**config.mk**
```make
export PLATFORM = sky130hd
export DESIGN_NAME = chip_select_decoder
export DESIGN_NICKNAME = d
export VERILOG_FILES = /design/src/rtl/chip_select_pkg.sv /design/src/rtl/chip_select_decoder.sv
export SDC_FILE = /design/constraint.sdc
export NUM_CORES = 1
export LEC_CHECK = 0
export BUFFER_PORTS_ARGS = -buffer_cell sky130_fd_sc_hd__buf_2
export CAP_MARGIN = 20
export CORE_ASPECT_RATIO = 1.25
export CORE_MARGIN = 2
export CORE_UTILIZATION = 58
export DETAILED_ROUTE_END_ITERATION = 8
export PLACE_DENSITY = 0.82
export SYNTH_ARGS = -nofsm -noshare
export SYNTH_HDL_FRONTEND = slang
export SYNTH_SLANG_ARGS = --single-unit
```
**constraint.sdc**
```tcl
create_clock -name pclk -period 3.3 [get_ports pclk]
set_input_delay 0.165 -clock pclk [delete_from_list [all_inputs] [get_ports pclk]]
set_output_delay 0.165 -clock pclk [all_outputs]
set_load 0.1 [all_outputs]
```
**src/rtl/chip_select_pkg.sv**
```systemverilog
// Package for the four-channel chip-select decoder: register map, field layout,
// reset values and the bus-mode carrier type.
// Assumes a 32-bit APB register port and a 24-bit processor address.
package chip_select_pkg;

    // ==========================================================================
    // Register map, as indices; byte address is four times the index.
    // ==========================================================================
    localparam logic [7:0] select0_lower_bound_idx = 8'ha8;
    localparam logic [7:0] select0_upper_bound_idx = 8'ha9;
    localparam logic [7:0] select0_control_idx = 8'haa;
    localparam logic [7:0] select1_lower_bound_idx = 8'hab;
    localparam logic [7:0] select1_upper_bound_idx = 8'hac;
    localparam logic [7:0] select1_control_idx = 8'had;
    localparam logic [7:0] select2_lower_bound_idx = 8'hae;
    localparam logic [7:0] select2_upper_bound_idx = 8'haf;
    localparam logic [7:0] select2_control_idx = 8'hb0;
    localparam logic [7:0] select3_lower_bound_idx = 8'hb1;
    localparam logic [7:0] select3_upper_bound_idx = 8'hb2;
    localparam logic [7:0] select3_control_idx = 8'hb3;
    localparam int regs_per_channel = 3;
    localparam int num_channels = 4;

    // ==========================================================================
    // Control register fields.
    // ==========================================================================
    localparam int wait_lsb = 5;
    localparam int wait_msb = 7;
    localparam int io_bit = 4;
    localparam int enable_bit = 3;
    localparam logic [7:0] control_writable_mask = 8'hf8;

    // ==========================================================================
    // Reset values.
    // ==========================================================================
    localparam logic [7:0] lower_bound_reset = 8'h00;
    localparam logic [7:0] upper_bound0_reset = 8'hff;
    localparam logic [7:0] upper_bound_reset = 8'h00;
    localparam logic [7:0] control0_reset = 8'he8;
    localparam logic [7:0] control_reset = 8'h00;

    // ==========================================================================
    // Bus modes; the native mode is the default one.
    // ==========================================================================
    localparam logic [1:0] mode_native = 2'h0;

    // One access request from the core.
    typedef struct packed {
        logic valid;
        logic [23:0] addr;
        logic [1:0] bus_mode;
    } access_req_t;

endpackage

```
**src/rtl/chip_select_decoder.sv**
```systemverilog
// Four-channel chip-select decoder with APB configuration registers.
// Assumes the core presents one access request at a time, held until req_ready.
//
// Added by the designer: the APB register port.
`timescale 1ns/1ps
`default_nettype none

module chip_select_decoder
    import chip_select_pkg::*;
#(
    parameter int addr_width = 12
) (
    input wire logic pclk,
    input wire logic presetn,
    input wire logic psel,
    input wire logic penable,
    input wire logic pwrite,
    input wire logic [addr_width-1:0] paddr,
    input wire logic [31:0] pwdata,
    output logic [31:0] prdata,
    output logic pready,
    output logic pslverr,
    input wire chip_select_pkg::access_req_t req,
    output logic req_ready,
    output logic [3:0] select_mem,
    output logic [3:0] select_io,
    output logic wait_active
);
    import chip_select_pkg::*;

    typedef enum logic [3:0] {
        st_idle = 4'b0001,
        st_turn = 4'b0010,
        st_wait = 4'b0100,
        st_done = 4'b1000
    } state_t;

    // ==========================================================================
    // Register file.
    // ==========================================================================
    logic [7:0] lower_r [num_channels];
    logic [7:0] upper_r [num_channels];
    logic [7:0] control_r [num_channels];
    logic [7:0] word_idx;
    logic addr_hit;
    logic [1:0] hit_ch;
    logic [1:0] hit_kind;
    logic wr_en;

    // Index decode: only aligned word addresses inside the map hit.
    always_comb begin
        word_idx = paddr[9:2];
        addr_hit = 1'b0;
        hit_ch = 2'h0;
        hit_kind = 2'h0;
        for (int c = 0; c < num_channels; c++) begin
            for (int k = 0; k < regs_per_channel; k++) begin
                if (paddr[1:0] == 2'h0 && paddr[addr_width-1:10] == '0 &&
                    word_idx == select0_lower_bound_idx + 8'(c * regs_per_channel + k)) begin
                    addr_hit = 1'b1;
                    hit_ch = 2'(c);
                    hit_kind = 2'(k);
                end
            end
        end
    end

    // Zero-wait slave; unmapped addresses answer with pslverr.
    assign pready = 1'b1;
    assign pslverr = psel && penable && !addr_hit;
    assign wr_en = psel && penable && pwrite && addr_hit;

    generate
        for (genvar g = 0; g < num_channels; g++) begin : g_ch
            always_ff @(posedge pclk or negedge presetn) begin
                if (!presetn) begin
                    lower_r[g] <= lower_bound_reset;
                    upper_r[g] <= (g == 0) ? upper_bound0_reset : upper_bound_reset;
                    control_r[g] <= (g == 0) ? control0_reset : control_reset;
                end else if (wr_en && hit_ch == 2'(g)) begin
                    case (hit_kind)
                        2'h0: lower_r[g] <= pwdata[7:0];
                        2'h1: upper_r[g] <= pwdata[7:0];
                        // Reserved bits are masked so they can never hold a one.
                        2'h2: control_r[g] <= pwdata[7:0] & control_writable_mask;
                        default: ;
                    endcase
                end
            end
        end
    endgenerate

    always_ff @(posedge pclk or negedge presetn) begin
        if (!presetn) begin
            prdata <= 32'h0000_0000;
        end else if (psel && !penable && !pwrite && addr_hit) begin
            case (hit_kind)
                2'h0: prdata <= {24'h00_0000, lower_r[hit_ch]};
                2'h1: prdata <= {24'h00_0000, upper_r[hit_ch]};
                default: prdata <= {24'h00_0000, control_r[hit_ch]};
            endcase
        end else if (psel && !penable) begin
            prdata <= 32'h0000_0000;
        end
    end

    // ==========================================================================
    // Address decode.
    // ==========================================================================
    logic [3:0] mem_hit;
    logic [3:0] io_hit;
    generate
        for (genvar g = 0; g < num_channels; g++) begin : g_dec
            logic en;
            logic is_io;
            assign en = control_r[g][enable_bit];
            assign is_io = control_r[g][io_bit];
            // Inclusive window on the top address byte for memory; I/O matches the middle byte to the lower bound, upper bound ignored.
            assign mem_hit[g] = en && !is_io && req.addr[23:16] >= lower_r[g] &&
                req.addr[23:16] <= upper_r[g];
            assign io_hit[g] = en && is_io && req.addr[15:8] == lower_r[g];
        end
    endgenerate

    // Lowest channel wins when windows overlap, so at most one select is live.
    logic [3:0] pick;
    logic [2:0] pick_wait;
    always_comb begin
        pick = 4'h0;
        pick_wait = 3'h0;
        for (int c = num_channels - 1; c >= 0; c--) begin
            if (mem_hit[c] || io_hit[c]) begin
                pick = 4'(1 << c);
                pick_wait = control_r[c][wait_msb:wait_lsb];
            end
        end
    end

    // ==========================================================================
    // Access sequencer.
    // ==========================================================================
    state_t state_r;
    logic [1:0] last_mode_r;
    logic [2:0] wait_cnt_r;
    logic [3:0] sel_r;
    logic [3:0] sel_io_r;
    logic need_turn;
    logic [2:0] eff_wait;

    assign need_turn = req.bus_mode != last_mode_r && req.bus_mode != mode_native;
    assign eff_wait = (req.bus_mode == mode_native) ? pick_wait : 3'h0;
    assign req_ready = state_r == st_done;
    assign wait_active = state_r == st_wait || state_r == st_turn;

    always_ff @(posedge pclk or negedge presetn) begin
        if (!presetn) begin
            state_r <= st_idle;
            wait_cnt_r <= 3'h0;
        end else begin
            case (state_r)
                st_idle: begin
                    if (req.valid) begin
                        if (need_turn) begin
                            state_r <= st_turn;
                        end else if (eff_wait != 3'h0) begin
                            state_r <= st_wait;
                        end else begin
                            state_r <= st_done;
                        end
                        wait_cnt_r <= eff_wait;
                    end
                end
                st_turn: begin
                    state_r <= (wait_cnt_r != 3'h0) ? st_wait : st_done;
                end
                st_wait: begin
                    // One cycle per programmed wait state.
                    if (wait_cnt_r == 3'h1) begin
                        state_r <= st_done;
                    end
                    wait_cnt_r <= wait_cnt_r - 3'h1;
                end
                st_done: state_r <= st_idle;
                default: state_r <= st_idle;
            endcase
        end
    end

    // The mode is remembered at completion so the next access sees the change.
    always_ff @(posedge pclk or negedge presetn) begin
        if (!presetn) begin
            last_mode_r <= mode_native;
        end else if (state_r == st_done) begin
            last_mode_r <= req.bus_mode;
        end
    end

    // Selects are registered and held for the whole access.
    always_ff @(posedge pclk or negedge presetn) begin
        if (!presetn) begin
            sel_r <= 4'h0;
            sel_io_r <= 4'h0;
        end else if (state_r == st_idle && req.valid) begin
            sel_r <= pick & mem_hit;
            sel_io_r <= pick & io_hit;
        end else if (state_r == st_done) begin
            sel_r <= 4'h0;
            sel_io_r <= 4'h0;
        end
    end

    assign select_mem = sel_r;
    assign select_io = sel_io_r;

endmodule

`default_nettype wire

```
==> impl_metrics.toml, run 1 <==
[outcome]
status = "finished clean"

[timing]
rsz0062_at_grt = "false"
min_period_ns = 3.10
hold_violations = 0
setup_violations = 0
drv_slew = 0
finalCritPeriodShare_pct = 93.9
clock-skew-final_ns = 0.0139
tns_ns = 0
worstMarginPinSlew_ns = 0.964
relSlewSlack_pct = 35.8
fmax_ghz = 0.323

[floorplan]
start_util_pct = 59.5
io_pins = 120
rows = 45
die_area_mm2 = 0.0135
coreArea_mm2 = 0.0122
die_y_um = 129
die_w_um = 104

[setup_path]
r2r-end = "state_r[2]"
path_cells = "inv_1 > ha_1 > and4_1 > nand4_1 > and2_0 > a311o_2 > nand2_1 > and4b_4 > a221o_1 > a21oi_1 > a21bo_1"
critPathArrivalTime_ns = 3.36
critPathLaunch = "upper_r[31]"
r2r_slack_ns = 0.20
worst-endpoint-required_ns = 3.56
cp-start-kind = "flip-flop"
crit_end = "state_r[2]"
crit_slowest_cell = "dfstp_2"
r2r-start = "upper_r[31]"
critical_path_depth = 11
crit_path_max_fanout = 7
crit_family = "compound AO/OA/AOI/OAI gates"
critPathCaptureType = "flip-flop"
worstRegToRegCells = 11
critPathKind = "reg -> reg"
worstPathBufferInverterCount = 1
critPathMaxStageDelay_ns = 0.53

[clocking]
cts_root_buf = "clkbuf_16"
worstSkewPairLatency_ns = 0.37
cts_tree = "yes"
cts_resized = 0
htreeDepth = 3
clk_pin_slew_ns = 0.08
numCtsBuffers = 9
clockBufferDepth = 2
cts.sinks = 109

[finish]
nNetsFinal = 976
drive_gt1_share_pct = 20.0
stdcell_area_mm2 = 0.00802
area_growth_pct = 10.3
final_cell_count_no_fill = 1002
antennaDiodeCount = 0

[place]
portBuffers = 62
postPlaceCellArea_mm2 = 0.00771
dp_cells = 985
dp_hpwl_mm = 14.7
gp_congestion = 0.975

[synthesis]
yosysWarningCount = 0
synth_seq_cells = 109
synthMuxAreaShare_pct = 7.59
synth-async-reset-ratio_pct = 100
yosys.area_share.simple_pct = 14.6
yosys.area.top_type_share_pct = 33.0
synth_area_leader_cell = "dfrtp_1"
synth_top_family_by_area = "compound AO/OA/AOI/OAI gates"
ys_types = 67
synth_edf_count = 0
synth.avg_cell_area_um2 = 9.38
synth_xor_area_share_pct = 3.98
yosys.area_share.adder_pct = 11.5
synth_area_mm2 = 0.00727
ys_seq_area_share_pct = 37.7
synth-compound-area-share_pct = 16.6
synth_cells = 775
synth.area.top_cells = "dfrtp_1 33%, ha_1 12%, mux2_2 7.4%, dfstp_2 4.7%, o21ai_0 4.5%"
synth_ff_type = "dfrtp_1"

[grt]
grt_pass1_vias = 5904
antenna_found_initial = 0
overflow = 0
grt_pass1_wl_mm = 30.9
grtUsageTotal_pct = 29.7
grt_max_degree = 74

[routing]
via_per_inst = 6.23
postRouteAntennaNets = 0
drt_iter0_drc = 711
drt_wl_total_mm = 19.7
first_pass_iters = 6
drc = 0
routedWlPerCell_um = 19.7
vias = 6244

[power_and_ir_drop]
ir_worst_vdd_uv = 245
power_density_mw_per_mm2 = 376
leakage_nw = 3.89

[run]
drv_cap = 0

[min_path]
hold_class = "in -> reg"
==> cell usage in the layout, fill, tap and decap left out, types with 6 or more instances in the layout <==
cell / Yosys / final
o22ai_1: 11 / 11
buf_4: 25 / 18
nand2b_1: 10 / 10
nand2_1: 82 / 82
dfstp_2: 13 / 13
a22oi_1: 6 / 6
buf_2: 3 / 61
a21oi_1: 28 / 28
o21ai_0: 66 / 66
nor2_1: 25 / 25
o211ai_1: 6 / 6
dfrtp_1: 96 / 96
ha_1: 67 / 67
nor2b_1: 10 / 10
inv_1: 69 / 69
conb_1: 2 / 25
a222oi_1: 16 / 16
nand3_1: 19 / 19
mux2_2: 48 / 48
nand4_1: 14 / 14
clkbuf_16: 0 / 9
xnor2_1: 30 / 30
nor3_1: 7 / 7
==> area by class of cell <==
cell class / instances / area [µm²]
Timing Repair Buffer: 81 / 470
Clock buffer: 9 / 225
Fill cell: 957 / 4200
Inverter: 69 / 259
Tap cell: 164 / 205
Sequential cell: 109 / 2740
Multi-Input combinational cell: 563 / 4040
Clock inverter: 7 / 73.8
==> kinds of logic (layout without fill, tap and decap cells) <==
family / count (synthesis) / after routing
compound gates: 183 / 183
xor+xnor: 33 / 33
fa+ha+maj: 67 / 67
buf+inv: 126 / 166
flops: 109 / 109
mux: 49 / 49
other cells: 2 / 25
simple gates: 206 / 206
==> Yosys cell counts, drive strengths merged (4+ instances only) <==
library cell  instances
a22o                  5
buf                  29
and2                  6
o31ai                 5
a222oi               16
nor4                  4
o211ai                6
xnor2                30
a22oi                 6
nor2                 25
and3                  4
dfstp                13
and3b                 4
dfrtp                96
a31oi                 4
nand4                14
nor3b                 4
clkbuf               28
nand2b               10
nand2                82
o22ai                11
nand3                19
nor2b                10
o21ai                69
inv                  69
a211oi                5
a21oi                28
nor3                  7
ha                   67
mux2                 49
==> per-layer routing <==
layer	vias up	share of wire (%)	global-route usage (%)
li1	2837	-	-
met1	2991	39	36.8
met2	341	48	51.2
met3	75	7.4	3.67
met4	0	5.4	16.1
met5	-	0	0
==> tightest hold or removal path: stages <==
cell and delay [ns]:
buf_2 0.12, nand2_1 0.05, o21ai_0 0.06
==> worst min path at each step <==
stage	start	end	slack, ns	cells past startpoint
floorplan	presetn	control_r[11]	-0.13	0
global placement	presetn	upper_r[15]	0.38	1
detailed placement	presetn	upper_r[15]	0.38	1
CTS	req[1]	last_mode_r[1]	0.06	3
global route	req[1]	last_mode_r[1]	0.07	3
finish	req[1]	last_mode_r[1]	0.06	3
==> sequential cells by signal, indices dropped and copies added, names as in the netlist <==
| name | count |
|---|---|
| state_r | 4 |
| lower_r | 32 |
| upper_r | 32 |
| select_io | 4 |
| prdata | 8 |
| select_mem | 4 |
| last_mode_r | 2 |
| wait_cnt_r | 3 |
| control_r | 20 |
==> power breakdown <==
part	internal (mW)	total, mW	switching [mW]	leakage [nW]
Clock	0.542	1.10	0.557	0.141
Combinational	0.132	0.523	0.392	2.42
Sequential	1.37	1.40	0.0291	1.33
==> per-stage QoR <==
stage                     hold slack, ns  util (%)  setup WS [ns]  power, mW
after floorplan                   -0.131         -          0.533       1.82
after global placement             0.381      63.1          0.350       1.93
after detailed placement           0.376      63.1          0.238       1.94
after CTS                         0.0605      65.6          0.224       3.03
after global routing              0.0699      65.6         0.0294       3.14
final                             0.0614      65.6          0.201       3.02
==> repair_timing <==
item / 4_1_cts / 5_1_grt
setup buffers: 0 / 0
endpoints found under the hold margin: 4 / 0
hold buffers: 1 / 0
No activity file was read; power rests on OpenSTA's default activity.
==> inputs of run 2 (changes only) <==
ABC_AREA = 1   (was not set)
CTS_CLUSTER_SIZE = 8   (was not set)
PLACE_DENSITY = 0.81   (was 0.82)
==> run 2 against run 1 <==
  * Flip-flop and latch count did not move
  * Final cell count is 28% higher
  * Clock power grew 5%
  * Critical path depth is 7 higher
  * Clock-buffer cell count rose by 1
  * Non-clock buffer count is 15 lower
  * Utilization is 1.4 points lower
  * Wire length rose by 6.9%
  * Critical path type unchanged
  * Critical endpoint unchanged
==> impl_metrics.toml, run 2 <==
[outcome]
status = "finished clean"

[timing]
hold_violations = 0
finalCritPeriodShare_pct = 78.4
final.setup.worst_slack_ns = 0.712
timing.hold.ws_ns = 0.0180
worstMarginPinSlew_ns = 0.772
setup_violations = 0
clock-skew-final_ns = 0.0101
tns_ns = 0
drv_slew = 0
min_period_ns = 2.59
rsz0062_at_grt = "false"
relSlewSlack_pct = 48.5
fmax_ghz = 0.386

[clocking]
cts_root_buf = "clkbuf_16"
worstSkewPairLatency_ns = 0.36
numCtsBuffers = 9
cts_tree = "yes"
cts.sinks = 109
cts_resized = 0
clk_pin_slew_ns = 0.08
clockBufferDepth = 2
htreeDepth = 3
cts_setup_buffers = 0

[power_and_ir_drop]
leakage_nw = 4.29
power_density_mw_per_mm2 = 366
finalPower_mw = 3.12
ir_worst_vdd_uv = 284

[floorplan]
start_util_pct = 59.6
coreArea_mm2 = 0.0133
die_area_mm2 = 0.0146
io_pins = 120
die_w_um = 109
die_y_um = 135
rows = 47

[routing]
drc = 0
postRouteAntennaNets = 0
drt_iter0_drc = 610
first_pass_iters = 5
routedWlPerCell_um = 16.4
vias = 7140
via_per_inst = 5.55
drt_wl_total_mm = 21.1

[grt]
grtUsageMet2_pct = 52.2
grtUsageTotal_pct = 30.6
use_met1_pct = 38.0
overflow = 0
met3_usage_pct = 4.54
grt_pass1_wl_mm = 34.7
busiest_layer = "met2"
grt_pass1_vias = 7029
grt_max_degree = 41
antenna_found_initial = 0

[finish]
final_cell_mix = "274 x nand2_1, 154 x inv_1, 96 x dfrtp_1, 70 x o21ai_1, 67 x ha_1"
area_growth_pct = 7.73
final_common_cell = "nand2_1"
antennaDiodeCount = 0
largestRegisters = "lower_r: 32 flops, upper_r: 32 flops, control_r: 20 flops"
final_cell_count_no_fill = 1286
nNetsFinal = 1253
fin_util_pct = 64.2
stdcell_area_mm2 = 0.00853
drive_gt1_share_pct = 14.7

[place]
gp_congestion = 0.970
portBuffers = 62
dp_hpwl_mm = 16.2
dp_cells = 1269
postPlaceCellArea_mm2 = 0.00821
dp_slack_ns = 0.780

[synthesis]
synth.avg_cell_area_um2 = 7.48
synth_cells = 1059
synth_area_leader_cell = "dfrtp_1"
synth.area.top_cells = "dfrtp_1 30%, nand2_1 13%, ha_1 11%, inv_1 7.3%, o21ai_1 4.4%"
ys_seq_area_share_pct = 34.6
synth_area_mm2 = 0.00792
synth_commonest_cells = "274 x nand2_1, 154 x inv_1, 96 x dfrtp_1, 70 x o21ai_1, 67 x ha_1"
synth_edf_count = 0
synth_ff_type = "dfrtp_1"
yosys.area.top_type_share_pct = 30.3
synth-async-reset-ratio_pct = 100
yosysWarningCount = 0
ys_types = 50
synth_seq_cells = 109
yosysMostFrequentCell = "nand2_1"

[run]
drv_cap = 0

[setup_path]
crit_family = "simple AND/OR/NAND/NOR gates"
cp-start-kind = "flip-flop"
worst-endpoint-required_ns = 3.56
crit_slowest_cell = "dfstp_2"
path_cells = "inv_1 > ha_1 > a21oi_1 > o21ai_0 > nand2_1 > nand2_1 > nand2_1 > nand3_1 > nand2_1 > inv_1 > nor2_1 > nor2_1 > nand2_1 > nand3_1 > nand2_1 > nand2_1 > nand2_1 > nand2_1"
critPathMostFrequentCell = "nand2_1"
critPathKind = "reg -> reg"
crit_path_max_fanout = 6
critPathCaptureType = "flip-flop"
critPathArrivalTime_ns = 2.85
worstPathBufferInverterCount = 2
critPathMaxStageDelay_ns = 0.55

[min_path]
hold_class = "in -> reg"
run 2: cell types whose count changed in the layout (fill, tap and decap cells not counted), moves of 22 or more:
cell,change
o21ai_1,+67
nand2_1,+192
o21ai_0,-32
mux2_2,-48
nor2_1,+31
inv_2,+22
inv_1,+85
xnor2_1,-26
run 2: logic make-up (layout without fill, tap and decap cells):
group	Yosys count	in the layout	share of synthesized area (%)
compound gates	215	215	16.0
buf+inv	227	260	12.9
fa+ha+maj	67	67	10.6
xor+xnor	9	9	0.995
other cells	2	25	0.0948
simple gates	430	430	24.7
flops	109	109	34.6
run 2: layout make-up:
| type | count | area [µm²] |
|---|---|---|
| timing repair buffer | 66 | 345 |
| multi-input combinational | 746 | 4240 |
| inverter | 178 | 671 |
| clock buffer | 10 | 239 |
| sequential | 109 | 2740 |
| tap | 171 | 214 |
| fill | 1195 | 4760 |
| clock inverter | 6 | 75.1 |
run 2: final timing paths:
path	end	cells after the start	slack, ns	startpoint
worst min-delay path	lower_r[17]	3	0.02	pwdata[1]
worst max register to register	state_r[2]	18	0.71	upper_r[27]
min in group asynchronous	upper_r[23]	2	0.33	presetn
max in group asynchronous	upper_r[25]	3	2.09	presetn
worst min register to register	select_mem[0]	2	0.48	select_mem[0]
worst max-delay path	state_r[2]	18	0.71	upper_r[27]
run 2: worst min-delay path: cells and delay by family:
family / cells / cell delay, ns
AO/OA/AOI/OAI: 1 / 0.06
buffers and inverters: 2 / 0.12
run 2: per-layer routing:
layer / share of wire [%] / wire, µm
met1: 41 / 8670
met2: 48 / 10200
met3: 6.1 / 1290
met4: 4.4 / 932
met5: 0 / 0
run 2: power by group:
part           switching [mW]  internal [mW]  leakage, nW  total, mW
clock network           0.541          0.623        0.152       1.16
registers              0.0139           1.37         1.43       1.38
logic                   0.450          0.129         2.71      0.580
run 2: what timing repair did:
action                                  4_1_cts  5_1_grt
hold endpoints to repair                     33        0
endpoints found under the setup margin        0        0
hold buffers                                  1        0
==> inputs of run 3 (changes only) <==
CORE_UTILIZATION = 53   (was 58)
PLACE_DENSITY = 0.78   (was 0.81)
clock period = 2.2 ns   (was 3.3 ns; I/O delays follow)
==> run 3 against run 2 <==
  * The flow now finishes with violations (negative hold slack, negative setup slack)
  * Clock power up 37%
  * Wire length up 12%
  * Sequential power up 50%
  * Largest power group unchanged
  * Worst setup slack worse by 0.73 ns
  * Clock-buffer cell count unchanged
==> impl_metrics.toml, run 3 (same netlist as run 2, synthesis figures left out) <==
[outcome]
status = "complete, but fails checks"
violations = "negative hold slack, negative setup slack"

[routing]
vias = 7803
drc = 0
drt_wl_total_mm = 23.5
via_per_inst = 5.63
routedWlPerCell_um = 17.0
first_pass_iters = 5
drt_iter0_drc = 724
postRouteAntennaNets = 0

[floorplan]
io_pins = 120
die_area_mm2 = 0.0159
coreArea_mm2 = 0.0145
start_util_pct = 54.5
rows = 49
die_w_um = 113
die_y_um = 141

[clocking]
clk_pin_slew_ns = 0.08
cts_tree = "yes"
cts.sinks = 109
numCtsBuffers = 9
htreeDepth = 3
worstSkewPairLatency_ns = 0.36
clockBufferDepth = 2
cts_root_buf = "clkbuf_16"

[min_path]
min_from = "req[1]"
hold_end = "last_mode_r[1]"
whs_path_depth = 3
hold_class = "in -> reg"

[place]
dp_slack_ns = -0.0830
portBuffers = 62
dp_hpwl_mm = 17.1
gp_congestion = 0.969

[grt]
overflow = 0
grt_pass1_vias = 7411
grt_max_degree = 56
grt_pass1_wl_mm = 36.7
antenna_found_initial = 0
grtUsageTotal_pct = 29.5

[power_and_ir_drop]
power_density_mw_per_mm2 = 485
leakage_nw = 4.77
ir_worst_vdd_uv = 327

[timing]
drv_slew = 0
clock-skew-final_ns = 0.00721
hold_violations = 1
fmax_ghz = 0.451
setup_violations = 1
worstMarginPinSlew_ns = 0.630
timing.hold.ws_ns = -0.00874
finalCritPeriodShare_pct = 101
final.setup.worst_slack_ns = -0.0156
relSlewSlack_pct = 58.0
rsz0062_at_grt = "true"
min_period_ns = 2.22

[setup_path]
r2r-start = "upper_r[11]"
critPathCaptureType = "flip-flop"
critPathKind = "reg -> reg"
r2r_slack_ns = -0.02
cp-start-kind = "flip-flop"
worstRegToRegCells = 21
critPathArrivalTime_ns = 2.47
crit_path_max_fanout = 3
worst-endpoint-required_ns = 2.46
r2r-end = "state_r[2]"

[finish]
final_cell_mix = "260 x nand2_1, 142 x inv_1, 96 x dfrtp_1, 87 x buf_4, 71 x o21ai_1"
final_common_cell = "nand2_1"
nNetsFinal = 1345
largestRegisters = "lower_r: 32 flops, upper_r: 32 flops, control_r: 20 flops"
drive_gt1_share_pct = 25.8
antennaDiodeCount = 0
area_growth_pct = 20.6

[run]
drv_cap = 0
run 3: cell count changes in the layout (fill, tap and decap cells not counted), sizes merged:
cell / previous run / this run
bufinv: 1 / 0
dlygate4sd3: 1 / 4
clkinv: 2 / 3
buf: 65 / 154
run 3: critical path: stages (launching register included):
cell and delay (ns):
dfrtp_1 0.34, inv_1 0.05, ha_1 0.29, nand2_1 0.10
inv_1 0.06, nand2_1 0.06, nand2_1 0.05, nand2_1 0.06
nand2_1 0.06, nand2_2 0.14, nand3_4 0.10, nand2_2 0.11
buf_4 0.12, nand2_1 0.06, nand3_2 0.08, nand2_2 0.05
nand2_2 0.09, nand3_2 0.09, nand2_2 0.07, nand2_1 0.04
nand2_1 0.05, nand2_1 0.05
run 3: layer usage:
layer  vias up  global-route usage, %  routed length (µm)
li1       3689                      -                   -
met4         0                   15.9                1220
met1      3634                   36.4                9140
met2       386                   50.0               11500
met5         -                      0                   0
met3        94                   3.87                1660
run 3: worst max-delay path by stage:
stage,start,to,depth (start not counted)
5_1_grt,upper_r[11],state_r[2],22
4_1_cts,upper_r[23],state_r[2],20
2_1_floorplan,lower_r[17],state_r[2],20
3_3_place_gp,upper_r[27],wait_cnt_r[1],15
3_5_place_dp,upper_r[31],state_r[2],17
6_report,upper_r[11],state_r[2],21
run 3: area by class of cell:
class	count	area, µm²
Clock buffer	10	229
Timing Repair Buffer	158	1110
Clock inverter	6	46.3
Fill cell	1245	4980
Tap cell	178	223
Sequential cell	109	2740
Multi-Input combinational cell	746	4530
Inverter	178	673
run 3: where the power goes:
group / switching [mW] / leakage [nW] / internal [mW]
registers: 0.0205 / 1.43 / 2.05
logic: 0.728 / 3.21 / 0.242
clock network: 0.810 / 0.135 / 0.783
run 3: timing repair:
action	4_1_cts	5_1_grt
pin swaps	5	17
gates resized for setup	13	56
hold endpoints to repair	25	0
setup buffers	5	6
endpoints found under the setup margin	7	10
hold buffers	4	0
run 3: metrics by stage:
stage | util (%) | TNS, ns | total power [mW] | cell area [µm²] | cells
after global routing | 65.8 | -0.859 | 4.82 | 9550 | 1385
after global placement | 61.0 | -0.0853 | 3.00 | 8860 | 1354
after CTS | 63.7 | 0 | 4.60 | 9260 | 1379
after detailed placement | 61.0 | -0.277 | 3.02 | 8860 | 1354
final | 65.8 | -0.0156 | 4.63 | 9550 | 1385
after floorplan | - | 0 | 2.77 | 8020 | 1082
